**src/qr_flyback_pkg.sv**
```systemverilog
// Constants for the quasi-resonant flyback drive and protection logic.
// Assumes a 50 MHz core clock; times are kept in their own units and converted here.
package qr_flyback_pkg;
    localparam int CLOCK_PERIOD_NS = 20;
    localparam int CLOCK_RATE_HZ = 50000000;
    // Valley timeouts are longest times, so they round down
    localparam int STEADY_TIMEOUT_NS = 6000;
    localparam int STEADY_TIMEOUT_CYC = STEADY_TIMEOUT_NS / CLOCK_PERIOD_NS;
    localparam int STARTUP_TIMEOUT_US = 100;
    localparam int STARTUP_TIMEOUT_CYC = STARTUP_TIMEOUT_US * (CLOCK_RATE_HZ / 1000000);
    // Blanking intervals are least times, so they round up
    localparam int PRIMARY_BLANK_NS = 275;
    localparam int PRIMARY_BLANK_CYC = (PRIMARY_BLANK_NS + CLOCK_PERIOD_NS - 1) / CLOCK_PERIOD_NS;
    localparam int SHORT_BLANK_NS = 120;
    localparam int SHORT_BLANK_CYC = (SHORT_BLANK_NS + CLOCK_PERIOD_NS - 1) / CLOCK_PERIOD_NS;
    localparam int OVERLOAD_EXPIRY_MS = 80;
    localparam int OVERLOAD_EXPIRY_CYC = OVERLOAD_EXPIRY_MS * (CLOCK_RATE_HZ / 1000);
    localparam int RAMP_DURATION_MS = 4;
    localparam int RAMP_DURATION_CYC = RAMP_DURATION_MS * (CLOCK_RATE_HZ / 1000);
    // Ramp reference code; full scale stands for the normal peak threshold
    localparam int RAMP_WIDTH = 8;
    localparam logic [7:0] RAMP_RESET = 8'h00;
    localparam logic [7:0] PEAK_THRESHOLD_CODE = 8'hff;
    localparam int SEVERE_LATCH_COUNT = 4;
    localparam int HICCUP_RESTART_COUNT = 3;
    localparam int TIMER_WIDTH = 23;
    localparam int SYNC_WIDTH = 8;
    // Bit positions in the synchronised comparator vector
    localparam int BIT_DEMAG = 0;
    localparam int BIT_PWM = 1;
    localparam int BIT_PEAK = 2;
    localparam int BIT_SEVERE = 3;
    localparam int BIT_RAMP = 4;
    localparam int BIT_OTP = 5;
    localparam int BIT_BROWN = 6;
    localparam int BIT_HICCUP = 7;
    typedef enum logic [1:0] {
        ST_OFF = 2'b00,
        ST_ON = 2'b01,
        ST_HICCUP = 2'b11,
        ST_LATCHED = 2'b10
    } drive_state_type;
endpackage

```
**src/comparator_sync.sv**
```systemverilog
// Two-flop synchroniser for the asynchronous comparator outputs.
// Assumes each input is a level; only the second stage may be used downstream.
`timescale 1ns/10ps
`default_nettype none
module comparator_sync (
    input wire logic clock,                                    // Core clock
    input wire logic reset_n,                                  // Async reset, active low
    input wire logic [qr_flyback_pkg::SYNC_WIDTH-1:0] rawIn,   // Raw comparator levels
    output logic [qr_flyback_pkg::SYNC_WIDTH-1:0] syncOut      // Synchronised levels
);
    import qr_flyback_pkg::*;

    logic [SYNC_WIDTH-1:0] stage1_ff;
    logic [SYNC_WIDTH-1:0] stage2_ff;

    genvar i;
    generate
        for (i = 0; i < SYNC_WIDTH; i++) begin : g_bit
            always_ff @(posedge clock or negedge reset_n) begin
                if (!reset_n) begin
                    stage1_ff[i] <= 1'b0;
                    stage2_ff[i] <= 1'b0;
                end else begin
                    stage1_ff[i] <= rawIn[i];
                    stage2_ff[i] <= stage1_ff[i];
                end
            end
        end
    endgenerate

    assign syncOut = stage2_ff;
endmodule // comparator_sync
`default_nettype wire

```
**src/qr_flyback_drive.sv**
```systemverilog
// Drive timing and protection for a quasi-resonant flyback switch.
// Assumes comparator outputs arrive asynchronously and a filtered fault, brown-out and
// supply-hiccup indication come from neighbouring analog blocks.
// Functional notes
// - Missing demag event within timeout produces a substitute valley event.
// - Outside soft-start the valley timeout is 6 us.
// - During soft-start the valley timeout is 100 us.
// - Ignore PWM and peak comparisons for 275 ns after turn-on.
// - After blanking, PWM comparison ends the drive pulse.
// - Peak comparison above 0.8 V ends the pulse and enables overload timer.
// - Overload timer counts up during overload, down otherwise; expires at 80 ms.
// - Simultaneous PWM and peak trips count as PWM; timer counts down.
// - On expiry stop switching, then latch or auto-recover per build option.
// - Auto-recovery restarts only after three supply hiccup cycles.
// - Severe overcurrent at 1.2 V evaluated after 120 ns blanking.
// - Four severe trips in consecutive pulses latch the drive off.
// - A pulse without severe trip clears the severe counter.
// - Soft-start ramp reference rises from zero over 4 ms, limiting current.
// - Overtemperature fault is ignored during soft-start.
// - Soft-start ends when ramp reaches peak threshold code, restoring short timeout.
// - Latched-off clears only on brown-out or supply reset.
`timescale 1ns/10ps
`default_nettype none
module qr_flyback_drive #(
    parameter int STARTUP_TIMEOUT = qr_flyback_pkg::STARTUP_TIMEOUT_CYC,   // Soft-start valley timeout
    parameter int OVERLOAD_EXPIRY = qr_flyback_pkg::OVERLOAD_EXPIRY_CYC,   // Overload timer expiry
    parameter int RAMP_DURATION = qr_flyback_pkg::RAMP_DURATION_CYC,       // Soft-start ramp length
    parameter bit LATCH_ON_OVERLOAD = 1'b1                                 // 1 latch, 0 auto-recover
) (
    input wire logic clock,                            // 50 MHz core clock
    input wire logic reset_n,                          // Supply reset, async, active low
    input wire logic demagDetectIn,                    // Demag / valley comparator
    input wire logic pwmTripIn,                        // Sense above scaled feedback level
    input wire logic peakTripIn,                       // Sense above peak limit reference
    input wire logic severeTripIn,                     // Sense above severe limit reference
    input wire logic rampTripIn,                       // Sense above ramp reference
    input wire logic overTempIn,                       // Filtered lower fault detection
    input wire logic brownOutIn,                       // Brown-out detected
    input wire logic hiccupDoneIn,                     // Supply completed one hiccup cycle
    output logic switchDriveOut,                       // Switch drive pulse
    output logic valleyEventOut,                       // Valley or timeout event, one cycle
    output logic [qr_flyback_pkg::RAMP_WIDTH-1:0] rampReference, // Soft-start ramp code
    output logic softStartActive,                      // Soft-start in progress
    output logic latchedOff                            // Latched off
);
    import qr_flyback_pkg::*;

    localparam int RAMP_STEP = RAMP_DURATION / (1 << RAMP_WIDTH);
    localparam logic [TIMER_WIDTH-1:0] STEADY_LIMIT = TIMER_WIDTH'(STEADY_TIMEOUT_CYC - 1);
    localparam logic [TIMER_WIDTH-1:0] STARTUP_LIMIT = TIMER_WIDTH'(STARTUP_TIMEOUT - 1);
    localparam logic [TIMER_WIDTH-1:0] OVERLOAD_LIMIT = TIMER_WIDTH'(OVERLOAD_EXPIRY - 1);
    localparam logic [TIMER_WIDTH-1:0] RAMP_STEP_LIMIT = TIMER_WIDTH'(RAMP_STEP - 1);
    localparam logic [7:0] LEB1 = 8'(PRIMARY_BLANK_CYC);
    localparam logic [7:0] LEB2 = 8'(SHORT_BLANK_CYC);
    localparam logic [2:0] SEVERE_LIMIT = 3'(SEVERE_LATCH_COUNT);
    localparam logic [1:0] HICCUP_LIMIT = 2'(HICCUP_RESTART_COUNT);

    logic [SYNC_WIDTH-1:0] rawVec;
    logic [SYNC_WIDTH-1:0] syncVec;

    drive_state_type state_ff, nxt_state;
    logic [TIMER_WIDTH-1:0] timeout_ff, nxt_timeout;
    logic [TIMER_WIDTH-1:0] overload_ff, nxt_overload;
    logic [TIMER_WIDTH-1:0] rampTick_ff, nxt_rampTick;
    logic [RAMP_WIDTH-1:0] ramp_ff, nxt_ramp;
    logic [7:0] onCount_ff, nxt_onCount;
    logic [2:0] severeCount_ff, nxt_severeCount;
    logic [1:0] hiccupCount_ff, nxt_hiccupCount;
    logic overloadSeen_ff, nxt_overloadSeen;
    logic softStart_ff, nxt_softStart;
    logic demagPrev_ff, nxt_demagPrev;
    logic hiccupPrev_ff, nxt_hiccupPrev;
    logic drive_ff, nxt_drive;
    logic valley_ff, nxt_valley;

    logic demagRise;
    logic hiccupRise;
    logic timeoutHit;
    logic valleyEvt;
    logic endPwm;
    logic endPeak;
    logic severeHit;
    logic pulseEnd;

    assign rawVec = {hiccupDoneIn, brownOutIn, overTempIn, rampTripIn,
                     severeTripIn, peakTripIn, pwmTripIn, demagDetectIn};

    comparator_sync u_sync (
        .clock(clock),
        .reset_n(reset_n),
        .rawIn(rawVec),
        .syncOut(syncVec)
    );

    always_comb begin
        nxt_state = state_ff;
        nxt_overload = overload_ff;
        nxt_onCount = onCount_ff;
        nxt_severeCount = severeCount_ff;
        nxt_hiccupCount = hiccupCount_ff;
        nxt_overloadSeen = overloadSeen_ff;
        nxt_ramp = ramp_ff;
        nxt_rampTick = rampTick_ff;
        nxt_softStart = softStart_ff;
        nxt_demagPrev = syncVec[BIT_DEMAG];
        nxt_hiccupPrev = syncVec[BIT_HICCUP];
        demagRise = syncVec[BIT_DEMAG] && !demagPrev_ff;
        hiccupRise = syncVec[BIT_HICCUP] && !hiccupPrev_ff;

        timeoutHit = softStart_ff ? (timeout_ff >= STARTUP_LIMIT) : (timeout_ff >= STEADY_LIMIT);
        // timeout stands in for a valley
        valleyEvt = demagRise || timeoutHit;
        nxt_timeout = valleyEvt ? '0 : timeout_ff + 1'b1;
        nxt_valley = valleyEvt;

        endPwm = (state_ff == ST_ON) && (onCount_ff >= LEB1) && syncVec[BIT_PWM];
        endPeak = (state_ff == ST_ON) && (onCount_ff >= LEB1)
                  && (syncVec[BIT_PEAK] || (softStart_ff && syncVec[BIT_RAMP]));
        severeHit = (state_ff == ST_ON) && (onCount_ff >= LEB2) && syncVec[BIT_SEVERE];
        pulseEnd = endPwm || endPeak || severeHit;

        // ramp steps up to the threshold code
        if (softStart_ff) begin
            if (rampTick_ff >= RAMP_STEP_LIMIT) begin
                nxt_rampTick = '0;
                nxt_ramp = ramp_ff + 1'b1;
            end else begin
                nxt_rampTick = rampTick_ff + 1'b1;
            end
        end
        if (softStart_ff && ramp_ff == PEAK_THRESHOLD_CODE) begin
            nxt_softStart = 1'b0;
        end

        if (overloadSeen_ff) begin
            if (overload_ff != OVERLOAD_LIMIT) begin
                nxt_overload = overload_ff + 1'b1;
            end
        end else if (overload_ff != '0) begin
            nxt_overload = overload_ff - 1'b1;
        end

        case (state_ff)
            ST_OFF: begin
                if (valleyEvt) begin
                    nxt_state = ST_ON;
                    nxt_onCount = '0;
                end
            end
            ST_ON: begin
                if (onCount_ff != 8'hff) begin
                    nxt_onCount = onCount_ff + 1'b1;
                end
                if (pulseEnd) begin
                    nxt_state = ST_OFF;
                    nxt_overloadSeen = endPeak && syncVec[BIT_PEAK] && !endPwm;
                    if (severeHit) begin
                        nxt_severeCount = severeCount_ff + 1'b1;
                        if (severeCount_ff + 1'b1 == SEVERE_LIMIT) begin
                            nxt_state = ST_LATCHED;
                        end
                    end else begin
                        nxt_severeCount = '0;
                    end
                end
            end
            ST_HICCUP: begin
                if (hiccupRise) begin
                    nxt_hiccupCount = hiccupCount_ff + 1'b1;
                    if (hiccupCount_ff + 1'b1 == HICCUP_LIMIT) begin
                        nxt_state = ST_OFF;
                        nxt_hiccupCount = '0;
                        nxt_overload = '0;
                        nxt_overloadSeen = 1'b0;
                        nxt_softStart = 1'b1;
                        nxt_ramp = RAMP_RESET;
                        nxt_rampTick = '0;
                    end
                end
            end
            ST_LATCHED: begin
                if (syncVec[BIT_BROWN]) begin
                    nxt_state = ST_OFF;
                    nxt_severeCount = '0;
                    nxt_overload = '0;
                    nxt_overloadSeen = 1'b0;
                    nxt_softStart = 1'b1;
                    nxt_ramp = RAMP_RESET;
                    nxt_rampTick = '0;
                end
            end
            default: begin
                nxt_state = ST_OFF;
            end
        endcase

        if ((state_ff == ST_OFF || state_ff == ST_ON) && overloadSeen_ff && overload_ff == OVERLOAD_LIMIT) begin
            nxt_state = LATCH_ON_OVERLOAD ? ST_LATCHED : ST_HICCUP;
            nxt_hiccupCount = '0;
        end
        if (!softStart_ff && syncVec[BIT_OTP] && state_ff != ST_HICCUP) begin
            nxt_state = ST_LATCHED;
        end
        nxt_drive = (nxt_state == ST_ON);
    end

    always_ff @(posedge clock or negedge reset_n) begin
        if (!reset_n) begin
            state_ff <= ST_OFF;
            timeout_ff <= '0;
            overload_ff <= '0;
            rampTick_ff <= '0;
            ramp_ff <= RAMP_RESET;
            onCount_ff <= '0;
            severeCount_ff <= '0;
            hiccupCount_ff <= '0;
            overloadSeen_ff <= 1'b0;
            softStart_ff <= 1'b1;
            demagPrev_ff <= 1'b0;
            hiccupPrev_ff <= 1'b0;
            drive_ff <= 1'b0;
            valley_ff <= 1'b0;
        end else begin
            state_ff <= nxt_state;
            timeout_ff <= nxt_timeout;
            overload_ff <= nxt_overload;
            rampTick_ff <= nxt_rampTick;
            ramp_ff <= nxt_ramp;
            onCount_ff <= nxt_onCount;
            severeCount_ff <= nxt_severeCount;
            hiccupCount_ff <= nxt_hiccupCount;
            overloadSeen_ff <= nxt_overloadSeen;
            softStart_ff <= nxt_softStart;
            demagPrev_ff <= nxt_demagPrev;
            hiccupPrev_ff <= nxt_hiccupPrev;
            drive_ff <= nxt_drive;
            valley_ff <= nxt_valley;
        end
    end

    assign switchDriveOut = drive_ff;
    assign valleyEventOut = valley_ff;
    assign rampReference = ramp_ff;
    assign softStartActive = softStart_ff;
    assign latchedOff = (state_ff == ST_LATCHED);
endmodule // qr_flyback_drive
`default_nettype wire

```
**config.mk**
```make
export PLATFORM = sky130hd
export DESIGN_NAME = qr_flyback_drive
export DESIGN_NICKNAME = d
export VERILOG_FILES = /design/src/qr_flyback_pkg.sv /design/src/comparator_sync.sv /design/src/qr_flyback_drive.sv
export SDC_FILE = /design/constraint.sdc
export NUM_CORES = 1
export LEC_CHECK = 0
export BUFFER_PORTS_ARGS = -buffer_cell sky130_fd_sc_hd__buf_4
export CAP_MARGIN = 5
export CELL_PAD_IN_SITES_DETAIL_PLACEMENT = 1
export CELL_PAD_IN_SITES_GLOBAL_PLACEMENT = 1
export CORE_AREA = 2 2 111 113
export CTS_BUF_LIST = sky130_fd_sc_hd__clkbuf_16
export CTS_CLUSTER_SIZE = 8
export DETAILED_ROUTE_END_ITERATION = 10
export DIE_AREA = 0 0 113 115
export PLACE_DENSITY = 0.88
export SYNTH_ARGS = -nofsm -noshare
export SYNTH_HDL_FRONTEND = slang
export SYNTH_SLANG_ARGS = --single-unit
```
**constraint.sdc**
```tcl
create_clock -name clock -period 2.9 [get_ports clock]
set_input_delay 0.29 -clock clock [delete_from_list [all_inputs] [get_ports clock]]
set_output_delay 0.29 -clock clock [all_outputs]
set_load 0.01 [all_outputs]
```
==> flow_summary.ini, run 1 <==
[run_status]
outcome = finished clean

[layout]
final_common_cell = dfrtp_1
fin_nets = 640
drive_gt1_share_pct = 12.5
final_cell_mix = dfrtp_1 (113), nor2_1 (92), buf_4 (32)
area_growth_pct = 17.1
final_area_um2 = 6650
num_antenna_cells = 0
fillers = 1282

[routing]
post_drt_wl_per_cell_um = 19.3
ant_nets = 0
vias = 4645
drc = 0
first_pass_iters = 6
viasPerCell = 6.01
first_iter_violations = 209
routed_wl_mm = 14.9

[cts]
clkLatencyLatePin_ps = 420
numCtsBuffers = 17
cts_max_path_buffers = 2
clk_pin_slew_worst_paths_ps = 50
h-tree-depth = 4
cts_tree = built
cts.sinks = 114
cts_root_buffer = clkbuf_16

[global_routing]
antenna_found_initial = 0
grt-ovfl-total = 0
grt_usage_pct = 24.6
grt_pass1_vias = 4956
grt_pass1_wl_mm = 25.0
grt_max_degree = 66

[floorplan]
die_y_um = 115
rows = 40
coreArea_um2 = 11800
initial_core_util_pct = 48.1
die_w_um = 113
pin_count = 22
die_area_um2 = 13000

[synth]
synth_area_per_cell_um2 = 9.98
async_flop_share_pct = 100
syn_inst = 569
ys.flop_type = dfrtp_1
syn-cell-area_um2 = 5680
ys_warn_count = 0
synth_cell_types = 68
synth_edf_count = 0
ys_seq_area_share_pct = 50.2
ys_ff_latch = 114

[flow_run]
maxCapViolCount = 0

[min_path]
hold_path_depth = 0
hold_path.class = flip-flop to flip-flop

[timing]
slew_viol_final = 0
tightestPinTransition_ps = 938
fin_crit_ps = 2740
fin_skew_ps = 11.3
finalHoldViolCount = 0
max_slew_margin_pct = 36.8
rsz0062_at_grt = yes
setup_viol = 0
fmax_mhz = 365
layout_setup_ws_ps = 158
tns_ps = 0
period_share_pct = 94.6

[pwr]
irDropWorstVdd_uv = 553
power_frac_seq_pct = 38.5
p_sw_mw = 1.95
swShare_pct = 34.7
p_comb_share_pct = 27.3
p_per_area_nw_per_um2 = 845
p_leak_nw = 2.96
internal_power_mw = 3.67
clock_power_share_pct = 34.2

[placed_design]
dp_hpwl_mm = 9.31
placed_area_um2 = 6030
io_buffers = 21
dp_slack_ps = 207
gp_congestion = 0.890

[worst_setup_path]
crit_slowest_cell = or4b_4
reg2reg_depth = 8
required_ps = 3200
crit_fanout = 13
end_kind = flip-flop
crit_chain = inv_1 > ha_1 > or4b_4 > nor4_4 > a31oi_2 > a32oi_1 > xnor2_1 > and2_1
path_class = flip-flop to flip-flop
slowest_delay_ps = 510
setup.worst_path.start_class = flip-flop
arrival_ps = 3050
## through the flow
stage	hold slack, ps	total power, mW	utilization, %	instances
floorplan	-5.59	3.18	-	578
global placement	334	3.54	51.1	735
detailed placement	338	3.66	51.1	735
CTS	349	5.61	56.3	773
global route	359	5.92	56.3	773
finish	352	5.62	56.3	773
## final timing paths
path	start	endpoint	slack [ps]
max in group asynchronous	reset_n	u_sync.stage1_ff[7]$_DFF_PN0_	1650
worst min-delay path	u_sync.stage1_ff[6]$_DFF_PN0_	u_sync.syncOut[6]$_DFF_PN0_	350
worst max register to register	overload_ff[0]$_DFF_PN0_	overload_ff[14]$_DFF_PN0_	160
worst max-delay path	overload_ff[0]$_DFF_PN0_	overload_ff[14]$_DFF_PN0_	160
worst min register to register	u_sync.stage1_ff[6]$_DFF_PN0_	u_sync.syncOut[6]$_DFF_PN0_	350
min in group asynchronous	reset_n	overload_ff[15]$_DFF_PN0_	460
## cells in the mapped netlist, drive strengths merged (6+ instances only)
master	instances	area [µm²]
nor2	93	352
nand4	14	87.6
buf	13	87.6
nand2	29	111
dfrtp	113	2830
or3	7	43.8
xor2	19	166
clkbuf	10	37.5
nor4	20	168
inv	18	67.6
a32oi	7	68.8
nand3	30	150
o21ai	15	75.1
ha	14	175
and4	10	87.6
a21oi	20	100
a31oi	8	56.3
and2	6	37.5
xnor2	26	228
and3	16	101
nor3	18	90.1
## kinds of logic (layout without fill, tap and decap cells)
| family | count (synthesis) | after routing | share of synthesized area [%] |
|---|---|---|---|
| other cells | 1 | 10 | 0.0660 |
| buf+inv | 42 | 90 | 3.46 |
| simple gates | 263 | 263 | 24.6 |
| flops | 114 | 114 | 50.2 |
| xor+xnor | 45 | 45 | 6.94 |
| compound gates | 82 | 82 | 10.1 |
| mux | 8 | 8 | 1.50 |
| fa+ha+maj | 14 | 14 | 3.08 |
## power by group through the flow
| stage | sequential, mW | combinational [mW] | clock, mW |
|---|---|---|---|
| detailed placement | 2.17 | 1.49 | 0 |
| global route | 2.21 | 1.71 | 2.01 |
| finish | 2.16 | 1.53 | 1.92 |
| floorplan | 2.03 | 1.16 | 0 |
| CTS | 2.16 | 1.52 | 1.94 |
| global placement | 2.14 | 1.40 | 0 |
## flip-flops by register name, indices dropped and copies added (netlist names), 2 cells and up
name	count
timeout_ff	23
overload_ff	23
hiccupCount_ff	2
rampReference	8
u_sync.stage1_ff	8
u_sync.syncOut	8
onCount_ff	8
rampTick_ff	23
severeCount_ff	3
state_ff	2
## layout make-up
type	instances	area, µm²	area share, %
Multi-Input combinational cell	422	2660	40.0
Tap cell	147	184	2.77
Clock buffer	17	425	6.40
Inverter	19	71.3	1.07
Clock inverter	12	103	1.54
Sequential cell	114	2850	42.9
Timing Repair Buffer	42	350	5.27
## routing by layer
metal  wire length (µm)  track usage (%)
met2               8120             44.5
met5                  0                0
met1               5970             27.8
met3                448             6.38
met4                379             10.2
## what timing repair did
action                                 CTS  global route
hold buffers                             9             0
setup endpoints to repair                0             2
resized for setup                        0             1
setup buffers                            0             0
endpoints found under the hold margin   56             0
## critical path: cells and delay by family, from the launching register on
family	cells	cell delay (ps)
xor gates and xnor gates	1	90
DFF	1	410
AOI/OAI and AO/OA	2	720
and+or+nand+nor	3	1050
adders and majority gates	1	250
buffers and inverters	1	110
Note: power is estimated with default switching activity, not from simulation.
==> run 2: changes to the inputs <==
--- a/config.mk
+++ b/config.mk
@@ -9,12 +9,12 @@
 export CAP_MARGIN = 5
 export CELL_PAD_IN_SITES_DETAIL_PLACEMENT = 1
 export CELL_PAD_IN_SITES_GLOBAL_PLACEMENT = 1
-export CORE_AREA = 2 2 111 113
+export CORE_AREA = 2 2 110 112
 export CTS_BUF_LIST = sky130_fd_sc_hd__clkbuf_16
 export CTS_CLUSTER_SIZE = 8
 export DETAILED_ROUTE_END_ITERATION = 10
-export DIE_AREA = 0 0 113 115
-export PLACE_DENSITY = 0.88
+export DIE_AREA = 0 0 112 114
+export PLACE_DENSITY = 0.89
 export SYNTH_ARGS = -nofsm -noshare
 export SYNTH_HDL_FRONTEND = slang
 export SYNTH_SLANG_ARGS = --single-unit
==> constraint.sdc (replaced) <==
create_clock -name clock -period 3.4 [get_ports clock]
set_input_delay 0.34 -clock clock [delete_from_list [all_inputs] [get_ports clock]]
set_output_delay 0.34 -clock clock [all_outputs]
set_load 0.01 [all_outputs]
==> flow_summary.ini, run 2 (same netlist as run 1, synthesis figures left out) <==
[run_status]
outcome = finished clean

[worst_setup_path]
arrival_ps = 3110
reg2reg_to = overload_ff[4]$_DFF_PN0_
crit_chain = inv_1 > ha_1 > or4b_4 > nor4_4 > a31oi_2 > a32oi_1 > xor2_1 > nor2_1
path_class = flip-flop to flip-flop
crit_slowest_cell = or4b_4
setup.worst_path.start_class = flip-flop
r2r-start = overload_ff[0]$_DFF_PN0_
reg2reg_depth = 8
critical-path-top-delay-family = simple AND/OR/NAND/NOR gates
crit_fanout = 13
critPathBufInv = 1
rrSetupSlack_ps = 600
required_ps = 3710
slowest_delay_ps = 520
end_kind = flip-flop

[cts]
cts_max_path_buffers = 2
post_cts_buffers = 0
cts_root_buffer = clkbuf_16
h-tree-depth = 4
cts_tree = built
postCtsResizedCells = 0
numCtsBuffers = 17
clkLatencyLatePin_ps = 430
cts.sinks = 114
clk_pin_slew_worst_paths_ps = 60
ctsHoldBuffers = 0

[layout]
area_growth_pct = 15.9
fin_nets = 626
drive_gt1_share_pct = 12.5
finalNonFillerCells = 761
final_common_cell = dfrtp_1
final_cell_mix = dfrtp_1 (113), nor2_1 (92), nand3_1 (30)
num_antenna_cells = 0
biggestRegsByFlops = overload_ff x23, rampTick_ff x23, timeout_ff x23
fillers = 1283

[timing]
tns_ps = 0
slew_viol_final = 0
rsz0062_at_grt = no
fmax_mhz = 357
setup_viol = 0
period_share_pct = 82.4
max_slew_margin_pct = 30.9
fin_skew_ps = 15.6
tightestPinTransition_ps = 1040
finalHoldViolCount = 0
fin_crit_ps = 2800

[global_routing]
grt_pass1_vias = 5162
antenna_found_initial = 0
grt-ovfl-total = 0
grt_usage_pct = 25.6
grt_pass1_wl_mm = 25.7
grt_max_degree = 83

[flow_run]
maxCapViolCount = 0

[routing]
routed_wl_mm = 15.1
ant_nets = 0
vias = 4584
first_pass_iters = 4
drc = 0
first_iter_violations = 290
viasPerCell = 6.02
post_drt_wl_per_cell_um = 19.9

[pwr]
p_sw_mw = 1.73
power_frac_seq_pct = 37.6
p_leak_nw = 2.92
p_per_area_nw_per_um2 = 756
irDropWorstVdd_uv = 513
clock_power_share_pct = 36.8
internal_power_mw = 3.25
swShare_pct = 34.8
p_comb_share_pct = 25.6

[floorplan]
die_w_um = 112
pin_count = 22
die_area_um2 = 12800
die_y_um = 114
coreArea_um2 = 11700
initial_core_util_pct = 48.5
rows = 40

[placed_design]
gp_congestion = 0.886
dp_hpwl_mm = 9.60
dp.cells = 730
io_buffers = 21

[min_path]
hp-start = severeTripIn
hold_path.class = input port to flip-flop
whs_endpoint = u_sync.stage1_ff[3]$_DFF_PN0_
hold_path_depth = 1
run 2: area by class of cell:
type / instances / area, µm² / area share, %
clock buffer: 17 / 425 / 6.46
clock inverter: 14 / 174 / 2.64
inverter: 19 / 71.3 / 1.08
multi-input combinational: 422 / 2660 / 40.5
sequential: 114 / 2850 / 43.4
tap: 147 / 184 / 2.79
timing repair buffer: 28 / 210 / 3.19
run 2: power by group through the flow:
stage | clock (mW) | combinational [mW] | sequential, mW
6_report | 1.83 | 1.27 | 1.87
5_1_grt | 1.92 | 1.41 | 1.90
4_1_cts | 1.86 | 1.27 | 1.86
3_5_place_dp | 0 | 1.21 | 1.87
3_3_place_gp | 0 | 1.13 | 1.84
2_1_floorplan | 0 | 0.986 | 1.73
run 2: per-stage QoR:
stage | worst slack (ps) | hold slack, ps | instance area (µm²) | power [mW] | utilization [%]
floorplan | 969 | 44.4 | 5710 | 2.71 | -
global placement | 867 | 333 | 5980 | 2.97 | 51.1
detailed placement | 709 | 339 | 5980 | 3.08 | 51.1
CTS | 650 | 8.31 | 6580 | 4.99 | 56.2
global route | 433 | 3.21 | 6580 | 5.23 | 56.2
finish | 597 | 18.0 | 6580 | 4.97 | 56.2
run 2: per-layer routing:
metal	vias up	share of wire [%]	track usage [%]
met2	115	53	45.2
met4	0	3.1	11.9
met3	49	3.5	6.80
met1	2327	40	29.2
met5	-	0	0
li1	2093	-	-
run 2: worst reg2reg max path, stage by stage, from the launching register on:
cell and delay, ps:
dfrtp_1 420, inv_1 130, ha_1 250, or4b_4 520, nor4_4 350, a31oi_2 360, a32oi_1 350, xor2_1 100
nor2_1 220
run 2: how the worst max path moves through the flow:
stage | cells after the start | slack (ps) | start | end
6_report | 8 | 600 | overload_ff[0]$_DFF_PN0_ | overload_ff[4]$_DFF_PN0_
5_1_grt | 7 | 430 | state_ff[0]$_DFF_PN0_ | rampTick_ff[3]$_DFF_PN0_
4_1_cts | 7 | 650 | state_ff[0]$_DFF_PN0_ | rampTick_ff[1]$_DFF_PN0_
3_5_place_dp | 8 | 710 | overload_ff[0]$_DFF_PN0_ | overload_ff[7]$_DFF_PN0_
3_3_place_gp | 8 | 870 | overload_ff[0]$_DFF_PN0_ | overload_ff[6]$_DFF_PN0_
2_1_floorplan | 9 | 970 | overload_ff[0]$_DFF_PN0_ | overload_ff[6]$_DFF_PN0_
==> run 3: changes to the inputs <==
--- a/config.mk
+++ b/config.mk
@@ -5,16 +5,17 @@
 export SDC_FILE = /design/constraint.sdc
 export NUM_CORES = 1
 export LEC_CHECK = 0
+export ABC_AREA = 1
 export BUFFER_PORTS_ARGS = -buffer_cell sky130_fd_sc_hd__buf_4
 export CAP_MARGIN = 5
 export CELL_PAD_IN_SITES_DETAIL_PLACEMENT = 1
 export CELL_PAD_IN_SITES_GLOBAL_PLACEMENT = 1
-export CORE_AREA = 2 2 110 112
+export CORE_AREA = 2 2 119 121
 export CTS_BUF_LIST = sky130_fd_sc_hd__clkbuf_16
 export CTS_CLUSTER_SIZE = 8
 export DETAILED_ROUTE_END_ITERATION = 10
-export DIE_AREA = 0 0 112 114
-export PLACE_DENSITY = 0.89
+export DIE_AREA = 0 0 121 123
+export PLACE_DENSITY = 0.88
 export SYNTH_ARGS = -nofsm -noshare
 export SYNTH_HDL_FRONTEND = slang
 export SYNTH_SLANG_ARGS = --single-unit
==> constraint.sdc (replaced) <==
create_clock -name clock -period 2.7 [get_ports clock]
set_input_delay 0.27 -clock clock [delete_from_list [all_inputs] [get_ports clock]]
set_output_delay 0.27 -clock clock [all_outputs]
set_load 0.01 [all_outputs]
==> flow_summary.ini, run 3 <==
[pwr]
p_comb_share_pct = 32.1
p_leak_nw = 3.53
swShare_pct = 38.6
internal_power_mw = 4.09
p_sw_mw = 2.57
power_frac_seq_pct = 34.8
p_total_mw = 6.66
clock_power_share_pct = 33.1
p_per_area_nw_per_um2 = 904
irDropWorstVdd_uv = 459

[timing]
slew_viol_final = 0
tightestPinTransition_ps = 607
fmax_mhz = 507
period_share_pct = 73.1
setup_viol = 0
tns_ps = 0
finalHoldViolCount = 0
rsz0062_at_grt = no
fin_skew_ps = 10.7
max_slew_margin_pct = 59.5
fin_crit_ps = 1970
layout_setup_ws_ps = 726

[global_routing]
grt_max_degree = 46
grt_pass1_vias = 5857
grt_pass1_wl_mm = 28.3
grt-ovfl-total = 0
antenna_found_initial = 0
grt_usage_pct = 24.1

[floorplan]
die_w_um = 121
coreArea_um2 = 13600
die_y_um = 123
rows = 43
initial_core_util_pct = 46.4
die_area_um2 = 14900
pin_count = 22

[placed_design]
gp_congestion = 0.840
io_buffers = 21
dp_slack_ps = 727
dp.cells = 1012
dp_hpwl_mm = 11.7

[synth]
yosysTopAreaCell = dfrtp_1
synth_area_per_cell_um2 = 7.80
syn-cell-area_um2 = 6310
ys_warn_count = 0
synthMuxAreaShare_pct = 0.159
ys.flop_type = dfrtp_1
yosys-top-cells-area = dfrtp_1 (45%), nand2_1 (9.8%), nor2_1 (7.6%)
synth_compound_area_share_pct = 8.35
ys_seq_area_share_pct = 45.2
synth_top_family_by_area = simple AND/OR/NAND/NOR gates
synth_top_area_share_pct = 44.8
syn_inst = 809
synth_common_cells = nand2_1 (165), nor2_1 (128), dfrtp_1 (113), inv_1 (94), nand3_1 (64)
synth_xor_area_share_pct = 2.22
synth_edf_count = 0
synthSimpleGateAreaFrac_pct = 33.5
post-synth-top-count-cell = nand2_1
ys_ff_latch = 114
async_flop_share_pct = 100
synth_cell_types = 51
synthAdderAreaFrac_pct = 2.78

[layout]
fin_nets = 884
final_util_pct = 54.1
final_common_cell = nand2_1
final_cell_mix = nand2_1 (165), nor2_1 (128), dfrtp_1 (113)
drive_gt1_share_pct = 14.1
biggestRegsByFlops = overload_ff x23, rampTick_ff x23, timeout_ff x23
num_antenna_cells = 0
finalNonFillerCells = 1053
area_growth_pct = 16.7
fillers = 1693

[worst_setup_path]
reg2reg_depth = 10
setup.worst_path.start_class = flip-flop
path_class = flip-flop to flip-flop
required_ps = 3000
arrival_ps = 2280
reg2reg_to = overload_ff[20]$_DFF_PN0_
rrSetupSlack_ps = 730
crit_fanout = 5
end_kind = flip-flop
r2r-start = overload_ff[0]$_DFF_PN0_

[cts]
postCtsResizedCells = 0
cts_tree = built
cts_root_buffer = clkbuf_16
cts.sinks = 114
clkLatencyLatePin_ps = 420
h-tree-depth = 4
clk_pin_slew_worst_paths_ps = 50
cts_max_path_buffers = 2
numCtsBuffers = 17

[routing]
first_pass_iters = 5
ant_nets = 0
vias = 5467
routed_wl_mm = 16.6
post_drt_wl_per_cell_um = 15.8
first_iter_violations = 334
drc = 0
viasPerCell = 5.19

[flow_run]
maxCapViolCount = 0

[min_path]
whs_endpoint = u_sync.syncOut[7]$_DFF_PN0_
hp-start = u_sync.stage1_ff[7]$_DFF_PN0_
hold_path_depth = 0
hold_path.class = flip-flop to flip-flop

[run_status]
outcome = finished clean
run 3: cell count changes after synthesis, moves of 8 or more:
cell      before  now
clkbuf_1      10    2
and4_1        10    0
nor4_1        16    3
xnor2_1       26    3
nor2_2         1   13
and3_1        15    2
nand2_1       28  165
a21oi_1       20   40
nor2_1        92  128
inv_2          0   13
nand3_1       30   64
nand2_2        1   10
inv_1         18   94
run 3: cell families (layout without fill, tap and decap cells):
kind of cell	Yosys count	count (layout)
flip-flops	114	114
buffers and inverters	120	175
multiplexers	1	1
adder cells (fa/ha/maj)	14	14
AND/OR/NAND/NOR	455	455
other	1	10
XOR/XNOR	16	16
AO/OA/AOI/OAI	88	88
run 3: layout make-up:
type,instances,area [µm²],share of cell area (%)
inverters,108,405,5.50
well taps,180,225,3.06
flip-flops and latches,114,2850,38.8
clock buffers,17,425,5.78
multi-input cells,584,3010,40.8
clock inverters,15,150,2.04
repair buffers,35,298,4.04
run 3: how the worst max path moves through the flow:
stage | end | slack, ps | startpoint
finish | overload_ff[20]$_DFF_PN0_ | 730 | overload_ff[0]$_DFF_PN0_
global route | switchDriveOut$_DFF_PN0_ | 530 | timeout_ff[0]$_DFF_PN0_
CTS | overload_ff[0]$_DFF_PN0_ | 700 | state_ff[0]$_DFF_PN0_
detailed placement | rampTick_ff[8]$_DFF_PN0_ | 730 | state_ff[0]$_DFF_PN0_
global placement | rampTick_ff[8]$_DFF_PN0_ | 830 | state_ff[0]$_DFF_PN0_
floorplan | overload_ff[22]$_DFF_PN0_ | 1080 | state_ff[0]$_DFF_PN0_
run 3: per-stage QoR:
stage	hold slack, ps	area, µm²
after global placement	311	6700
final	348	7360
after global routing	352	7360
after CTS	348	7360
after detailed placement	316	6700
after floorplan	-25.6	6340
run 3: worst max-delay path: stages, from the launching register on:
cell	delay (ps)
dfrtp_1	430
inv_1	110
ha_1	240
nand2_1	170
nor2_1	100
nand3_2	130
nand3_2	120
nor2_1	230
nand2_1	110
a21oi_1	160
nor2_1	60
run 3: per-layer routing:
layer	wire length (µm)	GRT usage, %	up-vias
li1	-	-	2696
met1	7360	29.7	2694
met2	8700	43.4	62
met3	370	4.15	15
met4	189	6.83	0
met5	0	0	-
run 3: repair_timing:
| item | 4_1_cts | 5_1_grt |
|---|---|---|
| hold buffers | 9 | 0 |
| setup buffers | 0 | 0 |
| endpoints found under the hold margin | 49 | 0 |
run 3: power groups by stage:
stage | clock network [mW] | logic (mW) | registers (mW)
finish | 2.21 | 2.14 | 2.32
CTS | 2.24 | 2.15 | 2.31
floorplan | 0 | 1.60 | 2.24
global placement | 0 | 2.00 | 2.31
detailed placement | 0 | 2.09 | 2.33
global route | 2.30 | 2.42 | 2.36
